`config.mk`:
```
export PLATFORM = sky130hd
export DESIGN_NAME = srm_status
export DESIGN_NICKNAME = d
export VERILOG_FILES = /design/src/srm_pkg.sv /design/src/srm_status.sv
export VERILOG_INCLUDE_DIRS = /design/src /design/src/src
export SDC_FILE = /design/constraint.sdc
export NUM_CORES = 1
export LEC_CHECK = 0
export BUFFER_PORTS_ARGS = -buffer_cell sky130_fd_sc_hd__buf_2
export CAP_MARGIN = 20
export CORE_UTILIZATION = 25
export DETAILED_ROUTE_END_ITERATION = 6
export PLACE_DENSITY_LB_ADDON = 0.05
export SYNTH_ARGS = -nofsm -noshare
export SYNTH_HDL_FRONTEND = slang
export SYNTH_SLANG_ARGS = --single-unit
```
`constraint.sdc`:
```
create_clock -name sys_clk -period 2.3 [get_ports sys_clk]
set_input_delay 0.46 -clock sys_clk [delete_from_list [all_inputs] [get_ports sys_clk]]
set_output_delay 0.46 -clock sys_clk [all_outputs]
set_load 0.05 [all_outputs]
```
`src/srm_regs.svh`:
```
// bit positions and reset values of the status reporting block
// assumes it is included by bare name from the status reporting module only
`ifndef SRM_REGS_SVH
`define SRM_REGS_SVH
// operation condition word
`define SRM_OP_CAL 0
`define SRM_OP_WTG 5
`define SRM_OP_CV 8
`define SRM_OP_CCP 10
`define SRM_OP_CCN 11
// questionable condition word
`define SRM_QU_OV 0
`define SRM_QU_OCP 1
`define SRM_QU_FS 2
`define SRM_QU_OT 4
`define SRM_QU_RI 9
`define SRM_QU_UNREG 10
`define SRM_QU_OVLD 14
// standard event latch
`define SRM_SE_OPC 0
`define SRM_SE_QYE 2
`define SRM_SE_DDE 3
`define SRM_SE_EXE 4
`define SRM_SE_CME 5
`define SRM_SE_PON 7
// summary byte and service request mask
`define SRM_SB_ABNORMAL_SUMMARY 3
`define SRM_SB_MAV 4
`define SRM_SB_ESB 5
`define SRM_SB_MSS 6
`define SRM_SB_NORMAL_OPS_SUMMARY 7
// reset values
`define SRM_RISE_RST 16'hFFFF
`define SRM_FALL_RST 16'h0000
`define SRM_MASK_RST 16'h0000
`define SRM_SRE_RST 8'h00
`define SRM_ESR_RST 8'h80
`define SRM_ESE_RST 8'h00
`endif

```
`src/srm_pkg.sv`:
```
// types shared by the status reporting block and its surroundings
// assumes the command parser speaks in srm_cmd_t codes
package srm_pkg;
  // operation condition sources
  typedef struct packed {
    logic cal;
    logic awaiting_trigger_flag;
    logic voltage_regulation_flag;
    logic positive_current_limit_flag;
    logic negative_current_limit_flag;
  } srm_normal_ops_summary_in_t;
  // questionable condition sources
  typedef struct packed {
    logic overvoltage_trip_flag;
    logic overcurrent_trip_flag;
    logic fuse_blown_flag;
    logic overtemperature_trip_flag;
    logic external_inhibit_flag;
    logic unregulated_flag;
    logic low_range_overflow_flag;
  } srm_abnormal_summary_in_t;
  // standard event pulses
  typedef struct packed {
    logic operation_complete_flag;
    logic query_error_flag;
    logic device_specific_error_flag;
    logic execution_error_flag;
    logic command_error_flag;
  } srm_std_in_t;
  // register commands
  typedef enum logic [4:0] {
    SRM_CMD_NONE = 5'h00, SRM_CMD_RD_OP_COND = 5'h01,
    SRM_CMD_RD_OP_RISE = 5'h02, SRM_CMD_WR_OP_RISE = 5'h03,
    SRM_CMD_RD_OP_FALL = 5'h04, SRM_CMD_WR_OP_FALL = 5'h05,
    SRM_CMD_RD_OP_EVENT = 5'h06, SRM_CMD_RD_OP_MASK = 5'h07,
    SRM_CMD_WR_OP_MASK = 5'h08, SRM_CMD_RD_QU_COND = 5'h09,
    SRM_CMD_RD_QU_RISE = 5'h0A, SRM_CMD_WR_QU_RISE = 5'h0B,
    SRM_CMD_RD_QU_FALL = 5'h0C, SRM_CMD_WR_QU_FALL = 5'h0D,
    SRM_CMD_RD_QU_EVENT = 5'h0E, SRM_CMD_RD_QU_MASK = 5'h0F,
    SRM_CMD_WR_QU_MASK = 5'h10, SRM_CMD_RD_ESR = 5'h11,
    SRM_CMD_RD_ESE = 5'h12, SRM_CMD_WR_ESE = 5'h13,
    SRM_CMD_RD_STB = 5'h14, SRM_CMD_RD_SRE = 5'h15,
    SRM_CMD_WR_SRE = 5'h16, SRM_CMD_SERIAL_POLL = 5'h17
  } srm_cmd_t;
  // one command with its write value
  typedef struct packed {
    logic valid;
    srm_cmd_t code;
    logic [15:0] wdata;
  } srm_req_t;
  // read answer
  typedef struct packed {
    logic valid;
    logic [15:0] data;
  } srm_resp_t;
endpackage : srm_pkg

```
`src/srm_status.sv`:
```
// status reporting structure: condition, filters, latches, masks,
// summary byte and service request line
// assumes a command parser on sys_clk drives req and takes resp
// Notes on behaviour
// RULE_01 - operation bits 0,5,8: calibrating, trigger wait, voltage
// RULE_02 - operation bits 10,11: positive, negative current limit
// RULE_03 - questionable bits 0,1,2: overvoltage, overcurrent, fuse
// RULE_04 - questionable bits 4,9: overtemperature, inhibit
// RULE_05 - questionable bits 10,14: unregulated, range overflow
// RULE_06 - standard event bits 0,2,3,4,5 as listed
// RULE_07 - power-up sets standard event bit 7
// RULE_08 - summary bits 3,4,5: abnormal, message, event
// RULE_09 - bit 6 master or request; bit 7 operation
// RULE_10 - condition words live, read only, unlatched
// RULE_11 - rise and fall filters readable, writable per bit
// RULE_12 - filtered transitions latch; read returns then clears
// RULE_13 - enable masks select latched bits into summary
// RULE_14 - masked operation events OR into bit 7
// RULE_15 - masked questionable events OR into bit 3
// RULE_16 - event mask command gates standard event summary
// RULE_17 - power-on clear setting empties event mask
// RULE_18 - event latch query returns and clears it
// RULE_19 - power-up reaches summary only via mask bit 7
// RULE_20 - summary requests service only when mask bit set
// RULE_21 - enabled event raises service request line
// RULE_22 - master summary live; status query clears nothing
// RULE_23 - request flag latched; serial poll clears it only
// RULE_24 - message bit set while output queue nonempty
// RULE_25 - reading event latch drops its summary bit
// RULE_26 - new event beats same-cycle clear
// RULE_27 - reset clears latches except event bit 7, loads default masks
`include "srm_regs.svh"
`timescale 1ns/10ps
`default_nettype none

module srm_status (
  // clock and reset
  input wire logic sys_clk,
  input wire logic reset_n,
  // monitored circuit levels, asynchronous
  input wire srm_pkg::srm_normal_ops_summary_in_t normal_ops_summary_in,
  input wire srm_pkg::srm_abnormal_summary_in_t abnormal_summary_in,
  // same-clock events and levels
  input wire srm_pkg::srm_std_in_t std_in,
  input wire logic queue_not_empty,
  input wire logic power_on_clear,
  input wire logic [7:0] saved_event_mask,
  // command port
  input wire srm_pkg::srm_req_t req,
  output var srm_pkg::srm_resp_t resp,
  // service request line toward the controller
  output logic srq_active
);

  // maps the live operation sources onto their word
  function automatic logic [15:0] normal_ops_summary_word(input logic [4:0] b);
    logic [15:0] w;
    w = 16'h0000;
    w[`SRM_OP_CAL] = b[4]; // RULE_01
    w[`SRM_OP_WTG] = b[3]; // RULE_01
    w[`SRM_OP_CV] = b[2]; // RULE_01
    w[`SRM_OP_CCP] = b[1]; // RULE_02
    w[`SRM_OP_CCN] = b[0]; // RULE_02
    return w;
  endfunction : normal_ops_summary_word

  // maps the live questionable sources onto their word
  function automatic logic [15:0] abnormal_summary_word(input logic [6:0] b);
    logic [15:0] w;
    w = 16'h0000;
    w[`SRM_QU_OV] = b[6]; // RULE_03
    w[`SRM_QU_OCP] = b[5]; // RULE_03
    w[`SRM_QU_FS] = b[4]; // RULE_03
    w[`SRM_QU_OT] = b[3]; // RULE_04
    w[`SRM_QU_RI] = b[2]; // RULE_04
    w[`SRM_QU_UNREG] = b[1]; // RULE_05
    w[`SRM_QU_OVLD] = b[0]; // RULE_05
    return w;
  endfunction : abnormal_summary_word

  // per-bit transitions that pass the rise or fall filter
  function automatic logic [15:0] passed(input logic [15:0] now_w,
      input logic [15:0] old_w, input logic [15:0] rise,
      input logic [15:0] fall);
    return (now_w & ~old_w & rise) | (~now_w & old_w & fall); // RULE_11
  endfunction : passed

  // --- input synchroniser -----------------------------------------
  logic [11:0] raw_bits; // all monitored levels
  logic [11:0] sync1; // first stage, read only by sync2
  logic [11:0] sync2;
  logic [11:0] sync3;
  logic [11:0] live; // accepted level
  logic [11:0] next_live;
  logic [11:0] agree;

  assign raw_bits = {normal_ops_summary_in, abnormal_summary_in};

  // a bit is accepted only when stages two and three agree, so a
  // level caught mid-change never makes a false transition
  always_comb begin
    agree = ~(sync2 ^ sync3);
    next_live = (agree & sync3) | (~agree & live);
  end

  // synchroniser chain
  always_ff @(posedge sys_clk or negedge reset_n) begin
    if (!reset_n) begin
      sync1 <= 12'h000;
      sync2 <= 12'h000;
      sync3 <= 12'h000;
      live <= 12'h000;
    end else begin
      sync1 <= raw_bits;
      sync2 <= sync1;
      sync3 <= sync2;
      live <= next_live;
    end
  end

  // --- condition words and transitions ----------------------------
  logic [15:0] op_cond; // live, read only
  logic [15:0] qu_cond;
  logic [15:0] op_cond_next;
  logic [15:0] qu_cond_next;
  logic [15:0] op_trans;
  logic [15:0] qu_trans;

  // condition words follow the accepted levels with no latching
  always_comb begin
    op_cond = normal_ops_summary_word(live[11:7]); // RULE_10
    qu_cond = abnormal_summary_word(live[6:0]); // RULE_10
    op_cond_next = normal_ops_summary_word(next_live[11:7]);
    qu_cond_next = abnormal_summary_word(next_live[6:0]);
  end

  // --- command decode ---------------------------------------------
  logic cmd_on;
  srm_pkg::srm_cmd_t cmd;

  assign cmd_on = req.valid;
  assign cmd = req.code;

  // --- filters, latches and masks ---------------------------------
  logic [15:0] op_rise;
  logic [15:0] op_fall;
  logic [15:0] op_event;
  logic [15:0] op_mask;
  logic [15:0] qu_rise;
  logic [15:0] qu_fall;
  logic [15:0] qu_event;
  logic [15:0] qu_mask;
  logic [7:0] std_event;
  logic [7:0] std_mask;
  logic [7:0] sre_mask;
  logic mask_loaded; // power-up load of the event mask done
  logic [15:0] next_op_rise;
  logic [15:0] next_op_fall;
  logic [15:0] next_op_event;
  logic [15:0] next_op_mask;
  logic [15:0] next_qu_rise;
  logic [15:0] next_qu_fall;
  logic [15:0] next_qu_event;
  logic [15:0] next_qu_mask;
  logic [7:0] next_std_event;
  logic [7:0] next_std_mask;
  logic [7:0] next_sre_mask;
  logic [7:0] std_new; // this cycle's standard events

  // transitions are judged against the word about to be accepted,
  // so the latch and the condition word move on the same edge
  always_comb begin
    op_trans = passed(op_cond_next, op_cond, op_rise, op_fall);
    qu_trans = passed(qu_cond_next, qu_cond, qu_rise, qu_fall);
    std_new = 8'h00;
    std_new[`SRM_SE_OPC] = std_in.operation_complete_flag; // RULE_06
    std_new[`SRM_SE_QYE] = std_in.query_error_flag; // RULE_06
    std_new[`SRM_SE_DDE] = std_in.device_specific_error_flag; // RULE_06
    std_new[`SRM_SE_EXE] = std_in.execution_error_flag; // RULE_06
    std_new[`SRM_SE_CME] = std_in.command_error_flag; // RULE_06
  end

  // next values of all programmable and latched state
  always_comb begin
    next_op_rise = op_rise;
    next_op_fall = op_fall;
    next_op_mask = op_mask;
    next_qu_rise = qu_rise;
    next_qu_fall = qu_fall;
    next_qu_mask = qu_mask;
    next_std_mask = std_mask;
    next_sre_mask = sre_mask;
    next_op_event = op_event;
    next_qu_event = qu_event;
    next_std_event = std_event;
    // clearing reads come first, so the OR below can win
    if (cmd_on && cmd == srm_pkg::SRM_CMD_RD_OP_EVENT) begin
      next_op_event = 16'h0000; // RULE_12 RULE_25
    end else if (cmd_on && cmd == srm_pkg::SRM_CMD_RD_QU_EVENT) begin
      next_qu_event = 16'h0000; // RULE_12 RULE_25
    end else if (cmd_on && cmd == srm_pkg::SRM_CMD_RD_ESR) begin
      next_std_event = 8'h00; // RULE_18
    end else if (cmd_on && cmd == srm_pkg::SRM_CMD_WR_OP_RISE) begin
      next_op_rise = req.wdata; // RULE_11
    end else if (cmd_on && cmd == srm_pkg::SRM_CMD_WR_OP_FALL) begin
      next_op_fall = req.wdata; // RULE_11
    end else if (cmd_on && cmd == srm_pkg::SRM_CMD_WR_OP_MASK) begin
      next_op_mask = req.wdata; // RULE_13
    end else if (cmd_on && cmd == srm_pkg::SRM_CMD_WR_QU_RISE) begin
      next_qu_rise = req.wdata; // RULE_11
    end else if (cmd_on && cmd == srm_pkg::SRM_CMD_WR_QU_FALL) begin
      next_qu_fall = req.wdata; // RULE_11
    end else if (cmd_on && cmd == srm_pkg::SRM_CMD_WR_QU_MASK) begin
      next_qu_mask = req.wdata; // RULE_13
    end else if (cmd_on && cmd == srm_pkg::SRM_CMD_WR_ESE) begin
      next_std_mask = req.wdata[7:0]; // RULE_16
    end else if (cmd_on && cmd == srm_pkg::SRM_CMD_WR_SRE) begin
      // the master bit has no enable of its own
      next_sre_mask = req.wdata[7:0] & 8'hBF; // RULE_20
    end
    // first cycle after power-up: clear or restore the event mask;
    // a write in that same cycle loses, the restore is the power-up
    if (!mask_loaded) begin
      next_std_mask = power_on_clear ? `SRM_ESE_RST : saved_event_mask; // RULE_17
    end
    // new events are ORed after any clear and are never lost
    next_op_event = next_op_event | op_trans; // RULE_12 RULE_26
    next_qu_event = next_qu_event | qu_trans; // RULE_12 RULE_26
    next_std_event = next_std_event | std_new; // RULE_26
  end

  // register stage of filters, latches and masks
  always_ff @(posedge sys_clk or negedge reset_n) begin
    if (!reset_n) begin
      op_rise <= `SRM_RISE_RST; // RULE_27
      op_fall <= `SRM_FALL_RST;
      op_mask <= `SRM_MASK_RST;
      qu_rise <= `SRM_RISE_RST;
      qu_fall <= `SRM_FALL_RST;
      qu_mask <= `SRM_MASK_RST;
      sre_mask <= `SRM_SRE_RST;
      std_mask <= `SRM_ESE_RST;
      op_event <= 16'h0000; // RULE_27
      qu_event <= 16'h0000;
      // power-up is the only source of bit 7
      std_event <= `SRM_ESR_RST; // RULE_07
      mask_loaded <= 1'b0;
    end else begin
      op_rise <= next_op_rise;
      op_fall <= next_op_fall;
      op_mask <= next_op_mask;
      qu_rise <= next_qu_rise;
      qu_fall <= next_qu_fall;
      qu_mask <= next_qu_mask;
      sre_mask <= next_sre_mask;
      std_mask <= next_std_mask;
      op_event <= next_op_event;
      qu_event <= next_qu_event;
      std_event <= next_std_event;
      mask_loaded <= 1'b1;
    end
  end

  // --- summary byte -----------------------------------------------
  logic op_summary;
  logic qu_summary;
  logic esb_summary;
  logic [7:0] stb_base; // summary byte without bit 6
  logic master_summary; // live master summary
  logic mss_prev;
  logic service_request_flag; // latched request flag
  logic next_mss_prev;
  logic next_rqs;
  logic poll_now;

  // live ORs of masked latches; a clearing read drops them at once
  always_comb begin
    op_summary = |(op_event & op_mask); // RULE_13 RULE_14 RULE_25
    qu_summary = |(qu_event & qu_mask); // RULE_13 RULE_15 RULE_25
    esb_summary = |(std_event & std_mask); // RULE_16 RULE_19
    stb_base = 8'h00;
    stb_base[`SRM_SB_ABNORMAL_SUMMARY] = qu_summary; // RULE_08
    stb_base[`SRM_SB_MAV] = queue_not_empty; // RULE_08 RULE_24
    stb_base[`SRM_SB_ESB] = esb_summary; // RULE_08
    stb_base[`SRM_SB_NORMAL_OPS_SUMMARY] = op_summary; // RULE_09
    master_summary = |(stb_base & sre_mask); // RULE_20 RULE_22
  end

  // request flag: set by a new reason, cleared only by a poll;
  // a fresh reason in the poll cycle keeps the flag set
  always_comb begin
    poll_now = cmd_on && cmd == srm_pkg::SRM_CMD_SERIAL_POLL;
    next_mss_prev = master_summary;
    next_rqs = service_request_flag;
    if (poll_now) begin
      next_rqs = 1'b0; // RULE_23
    end
    if (master_summary && !mss_prev) begin
      next_rqs = 1'b1; // RULE_21 RULE_23
    end
  end

  // register stage of the request flag
  always_ff @(posedge sys_clk or negedge reset_n) begin
    if (!reset_n) begin
      mss_prev <= 1'b0;
      service_request_flag <= 1'b0;
    end else begin
      mss_prev <= next_mss_prev;
      service_request_flag <= next_rqs;
    end
  end

  // the line follows the latched flag
  assign srq_active = service_request_flag; // RULE_21

  // --- read answers -----------------------------------------------
  srm_pkg::srm_resp_t next_resp;

  // read mux; writes and idle cycles give no answer
  always_comb begin
    next_resp.valid = cmd_on;
    next_resp.data = 16'h0000;
    if (!cmd_on) begin
      next_resp.valid = 1'b0;
    end else if (cmd == srm_pkg::SRM_CMD_RD_OP_COND) begin
      next_resp.data = op_cond; // RULE_10
    end else if (cmd == srm_pkg::SRM_CMD_RD_OP_RISE) begin
      next_resp.data = op_rise; // RULE_11
    end else if (cmd == srm_pkg::SRM_CMD_RD_OP_FALL) begin
      next_resp.data = op_fall;
    end else if (cmd == srm_pkg::SRM_CMD_RD_OP_EVENT) begin
      next_resp.data = op_event; // RULE_12
    end else if (cmd == srm_pkg::SRM_CMD_RD_OP_MASK) begin
      next_resp.data = op_mask; // RULE_13
    end else if (cmd == srm_pkg::SRM_CMD_RD_QU_COND) begin
      next_resp.data = qu_cond; // RULE_10
    end else if (cmd == srm_pkg::SRM_CMD_RD_QU_RISE) begin
      next_resp.data = qu_rise;
    end else if (cmd == srm_pkg::SRM_CMD_RD_QU_FALL) begin
      next_resp.data = qu_fall;
    end else if (cmd == srm_pkg::SRM_CMD_RD_QU_EVENT) begin
      next_resp.data = qu_event; // RULE_12
    end else if (cmd == srm_pkg::SRM_CMD_RD_QU_MASK) begin
      next_resp.data = qu_mask;
    end else if (cmd == srm_pkg::SRM_CMD_RD_ESR) begin
      next_resp.data = {8'h00, std_event}; // RULE_18
    end else if (cmd == srm_pkg::SRM_CMD_RD_ESE) begin
      next_resp.data = {8'h00, std_mask};
    end else if (cmd == srm_pkg::SRM_CMD_RD_STB) begin
      // live master bit, nothing is cleared
      next_resp.data = {8'h00, stb_base | {1'b0, master_summary, 6'h00}}; // RULE_09 RULE_22
    end else if (cmd == srm_pkg::SRM_CMD_RD_SRE) begin
      next_resp.data = {8'h00, sre_mask};
    end else if (cmd == srm_pkg::SRM_CMD_SERIAL_POLL) begin
      next_resp.data = {8'h00, stb_base | {1'b0, service_request_flag, 6'h00}}; // RULE_09 RULE_23
    end else begin
      next_resp.valid = 1'b0; // writes answer nothing
    end
  end

  // registered answer, one cycle after the command
  always_ff @(posedge sys_clk or negedge reset_n) begin
    if (!reset_n) begin
      resp <= '0;
    end else begin
      resp <= next_resp;
    end
  end
endmodule : srm_status

`default_nettype wire

```
# Word-level counts from Yosys, hierarchy flattened
# Index checks and enable logic that the tools add are counted.
dict set report word_totals {
  reg_bits 219
  in_bits 51
  output_inout_bits 18
  elab_cells 171
}
dict set report op_classes {
  eq_ne 33
  mux 52
  bitwise 39
  n_reduce_logical 27
}
# operator count
set ops {}
lappend ops {{$mux 16} 14}
lappend ops {{$mux 8} 20}
lappend ops {{$and 16x16->16} 6}
lappend ops {{$or 16x16->16} 4}
lappend ops {{$eq 5x4->1 const B} 8}
lappend ops {{$eq 5x5->1 const B} 8}
lappend ops {{$not 12->16} 2}
lappend ops {{$not 15->16} 2}
lappend ops {{$reduce_or 16->1} 2}
lappend ops {{$and 12x12->12} 2}
lappend ops {{$not 12->12} 2}
lappend ops {{$eq 5x3->1 const B} 4}
lappend ops {{$mux 1} 18}
lappend ops {{$ne 2x2->1 const B} 9}
lappend ops {{$and 12x16->16} 1}
lappend ops {{$and 15x16->16} 1}
lappend ops {{$and 16x12->16} 1}
lappend ops {{$and 16x15->16} 1}
lappend ops {{$and 8x8->8} 2}
lappend ops {{$or 8x7->8} 2}
lappend ops {{$reduce_or 8->1} 2}
lappend ops {{$logic_and 1x1->1} 13}
lappend ops {{$or 12x12->12} 1}
lappend ops {{$xor 12x12->12} 1}
lappend ops {{15 further kinds} 25}

# Depth between registers and ports, before layout
dict set report depth {
  depth_word 19
  ltp_mapped 8
  depth_no_buf 5
}

# Worst setup path after synthesis
# No wires, ideal clock.
dict set report synth_path {
  path_kind {input to register}
  from {in req[20] (netlist bit)}
  to {reg qu_rise[10]}
  setup_time_ps 82
  arrival_ps 1753
  required_ps 2218
  path_slack_ps 465
  cell_stages 6
  path_buffers 3
  path_cell_list {or2_1 buf_2 or3_1 buf_6 buf_6 mux2_4}
}
dict set report synth_via {
  elab_chain_len 4
  elab_cells_between_ends 21
  classes_between {7 x eq/ne; 6 x bitwise; 8 x reduce/logical}
}
# element line
set synth_rtl {}
lappend synth_rtl {{start, declared} srm_status.sv:49} ;# input wire srm_pkg::srm_req_t req,
lappend synth_rtl {{$eq 5x4->1 (tied with other cells)} srm_status.sv:207} ;# end else if (cmd_on && cmd == srm_pkg::SRM_CMD_WR_OP_MASK) begin
lappend synth_rtl {{$logic_and 1x1->1 (tied with other cells)} srm_status.sv:207}
lappend synth_rtl {{$not 1->1 (no source line)} --}
lappend synth_rtl {{$reduce_and 7->1 (no source line) *} --}
lappend synth_rtl {{end signal, assigned} srm_status.sv:238} ;# qu_rise <= `SRM_RISE_RST;
lappend synth_rtl {{end signal, assigned} srm_status.sv:252} ;# qu_rise <= next_qu_rise;
lappend synth_rtl {{end, declared} srm_status.sv:149} ;# logic [15:0] qu_rise;
# Mark *: on every way between the ends. The rest lies on a longest branch, timed or not.
# A chain may end at the register's enable or synchronous reset.

==> results.md <==
- Status: complete, no violations
- Clock transition at path regs: 0.08 ns
- Vias after detailed routing: 6989
- Fillers: 3687
- Post-synth top area share: 45.4%
- Critical path arrival: 2.46 ns
- Setup violations, final: 0
- Chip width: 192 um
- P_leak: 4.84 nW
- Area Growth Syn to Fin: 23.6%
- First-pass GRT wire length: 51400 um
- Max incr delay on CP: 0.42 ns
- Flop-to-flop setup slack: 0.33 ns
- Sw Share: 29.2%
- Core area: 0.0356 sq mm
- Layout cell share with drive strength beyond 1: 37.7%
- WP buf/inv: 1
- Post-CTS sizing: 0
- Reg2reg start: op_mask[11]$_DFFE_PN0P_
- Site row count: 69
- Post-synthesis cell count: 774
- Clk_lat worst skew: 0.45 ns
- Pin count of the biggest net entering global routing: 54
- Placed insts: 1359
- Initial DRC Count: 439
- Number of synthesized flops with an enable pin: 0
- Remaining global-route overflow: 0
- Clock tree buffer depth: 2
- WL per Instance: 25.1 um
- Hold Vio Cnt, Final: 0
- Largest family of logic cells by synthesized area: compound AO/OA/AOI/OAI gates
- GP Congestion: 0.873
- Port bufs: 68
- Worst-path maximum fanout: 21
- Nets: 969
- Number of global-route vias before repair: 7385
- RSZ-0062 raised after global routing: no
- Critical Path Source Type: primary input
- Minimum clock period after layout: 2.12 ns
- Clk sinks: 197
- Simple-gate share of the synthesized area: 12.5%
- Pre-antenna DRT Iters: 7
- Max-cap violations: 0
- Slowest library cell on the worst path: nor2_2
- Top-level I/O count: 69
- Post-synthesis mux area share: 13.4%
- Reg2reg path depth: 5
- Mapped Nets: 825
- Non-Filler Instances: 1393
- Area leader, netlist: dfrtp_1
- Final Max Tran Viols: 0
- Antenna Nets Post-Route: 0
- Mean Syn Cell Area: 11.7 sq um
- Cell-internal power: 6.45 mW
- Clock group share of total power: 35.4%
- Worst clock skew: 0.00955 ns
- Min-Delay Path Class: primary input to register
- Sequential power share: 49.7%
- Initial core utilization: 25.4%
- DP HPWL: 26400 um
- Total CTS buffers: 17
- Combinational power share: 14.9%
- CTS root buf: clkbuf_16
- Commonest cells post-synth: 164 x dfrtp_1, 90 x mux2_2, 57 x a21oi_1
- Synth top area cells: dfrtp_1 45%, mux2_2 11%, dfstp_2 9.6%
- Rel. slew slack: 60.0%
- Synthesized area: 0.00903 sq mm
- Worst Path Required: 2.65 ns
- Worst hold endpoint: sync1[5]$_DFF_PN0_
- Seq/Total Area, Yosys: 55.0%
- Adder-cell area share of the yosys netlist: 0%
- Drt drc: 0
- Post-Synth XOR/XNOR Area: 0%
- Worst Tran Pin Value: 0.600 ns
- Hold WS: 0.104 ns
- Register area: 0.00497 sq mm
- Via/cell ratio: 5.02
- Fraction of registers with async set/reset: 100%
- Routed wire length: 34900 um
- Post-CTS Hold Buffers: 1
- Htree depth: 4
- Synth Area in Compound Gates: 15.8%
- R2r endpoint: resp[7]$_DFF_PN0_
- Net Sw Power: 2.66 mW
- Post-CTS setup buffers: 0
- Area occupied by multi-input gates: 0.00376 sq mm
- Post-synthesis sequential element count: 197
- Initial antenna violation count: 2
- Crit path cell chain: buf_2 -> nand2_1 -> nor2_2 -> a222oi_1 -> a311o_1 -> a31oi_1
- Worst hold stages: 1
- Hold Crit Start: abnormal_summary_in[5]
- GRT Overall Usage: 19.9%
- Die outline height: 192 um
- Period utilisation layout: 92.0%
- Crit path kind: primary input to register
- Worst setup startpoint: req[18]
- CTS tree: yes
- Crit-path leading delay family: compound AO/OA/AOI/OAI gates
- Yosys warning count: 0
- Die area: 0.0369 sq mm
- Most common cell in the netlist: dfrtp_1
- F_max: 473 MHz
- Power density cells: 816 mW/mm^2
- Distinct cells, synth: 77
- Peak supply drop: 543 uV
- Crit path capture type: register
- Post-synth top flop: dfrtp_1
-- state kept, by name, summed over array words and instances, names as in the netlist --
name         cells
qu_event         7
sync2           12
op_mask         16
live            12
qu_mask         16
op_event         5
srq_active       1
sync3           12
sre_mask         7
std_mask         8
mss_prev         1
sync1           12
op_fall         16
op_rise         16
qu_rise         16
qu_fall         16
std_event        6
mask_loaded      1
resp            17
-- cells in the final DEF (no fill, tap or decap), types with 5 or more instances in the layout --
cell type	n
o21ai_1	5
nand3_1	34
nand2b_1	7
dfstp_2	33
a21o_1	11
o21ai_0	21
nor2_1	54
o211ai_1	8
buf_2	67
a21oi_1	57
nor2b_1	14
a31oi_1	9
clkbuf_16	17
nor3_1	10
a22oi_1	31
inv_1	10
nand2_1	42
buf_12	8
dfrtp_1	164
mux2_2	90
a211oi_1	10
o2bb2ai_1	7
buf_4	91
mux2_4	10
o221ai_1	8
-- area by class of cell --
class / count / share of cell area [%]
multi-input cells: 523 / 33.7
diodes: 1 / 0.0224
clock buffers: 19 / 3.97
repair buffers: 168 / 10.8
well taps: 461 / 5.16
clock inverters: 13 / 1.51
inverters: 11 / 0.370
flip-flops and latches: 197 / 44.5
-- worst max path at each step --
stage | end | cells past startpoint | slack, ns
6_report | resp[5]$_DFF_PN0_ | 6 | 0.18
3_3_place_gp | resp[5]$_DFF_PN0_ | 6 | -0.39
4_1_cts | resp[5]$_DFF_PN0_ | 6 | 0.20
2_1_floorplan | qu_rise[10]$_DFFE_PN1P_ | 6 | 0.46
3_5_place_dp | resp[5]$_DFF_PN0_ | 6 | -0.25
5_1_grt | resp[5]$_DFF_PN0_ | 6 | 0.08
-- per-layer routing --
| layer | track usage (%) | share of wire [%] | vias to the layer above |
|---|---|---|---|
| li1 | - | - | 3157 |
| met1 | 28.1 | 48 | 3625 |
| met2 | 30.3 | 45 | 176 |
| met3 | 4.13 | 4.3 | 31 |
| met4 | 5.88 | 2.2 | 0 |
| met5 | 0 | 0 | - |
-- through the flow --
| step | total power [mW] | cell area, sq um | utilization [%] | setup WS [ns] | TNS (ns) |
|---|---|---|---|---|---|
| after global routing | 9.52 | 11200 | 31.4 | 0.0820 | 0 |
| final | 9.11 | 11200 | 31.4 | 0.184 | 0 |
| after detailed placement | 5.95 | 10500 | 29.7 | -0.250 | -0.728 |
| after CTS | 9.22 | 11200 | 31.4 | 0.204 | 0 |
| after floorplan | 5.19 | 9030 | - | 0.465 | 0 |
| after global placement | 5.94 | 10500 | 29.7 | -0.393 | -1.03 |
-- cell families after synthesis --
kind of cell	Yosys count
mux	104
simple gates	211
other cells	1
compound gates	207
flops	197
buf+inv	54
-- worst reg2reg max path: cells and delay by family (launching register included) --
| kind | cells | cell delay, ns |
|---|---|---|
| AOI/OAI and AO/OA | 3 | 1.04 |
| DFF | 1 | 0.43 |
| and+or+nand+nor | 2 | 0.38 |
-- power by group through the flow --
stage / Combinational (mW) / Sequential, mW / Clock [mW]
after CTS: 1.37 / 4.53 / 3.32
after global routing: 1.48 / 4.59 / 3.46
final: 1.36 / 4.52 / 3.23
after detailed placement: 1.37 / 4.59 / 0
after global placement: 1.35 / 4.59 / 0
after floorplan: 0.790 / 4.40 / 0
No activity file was read; power rests on OpenSTA's default activity.
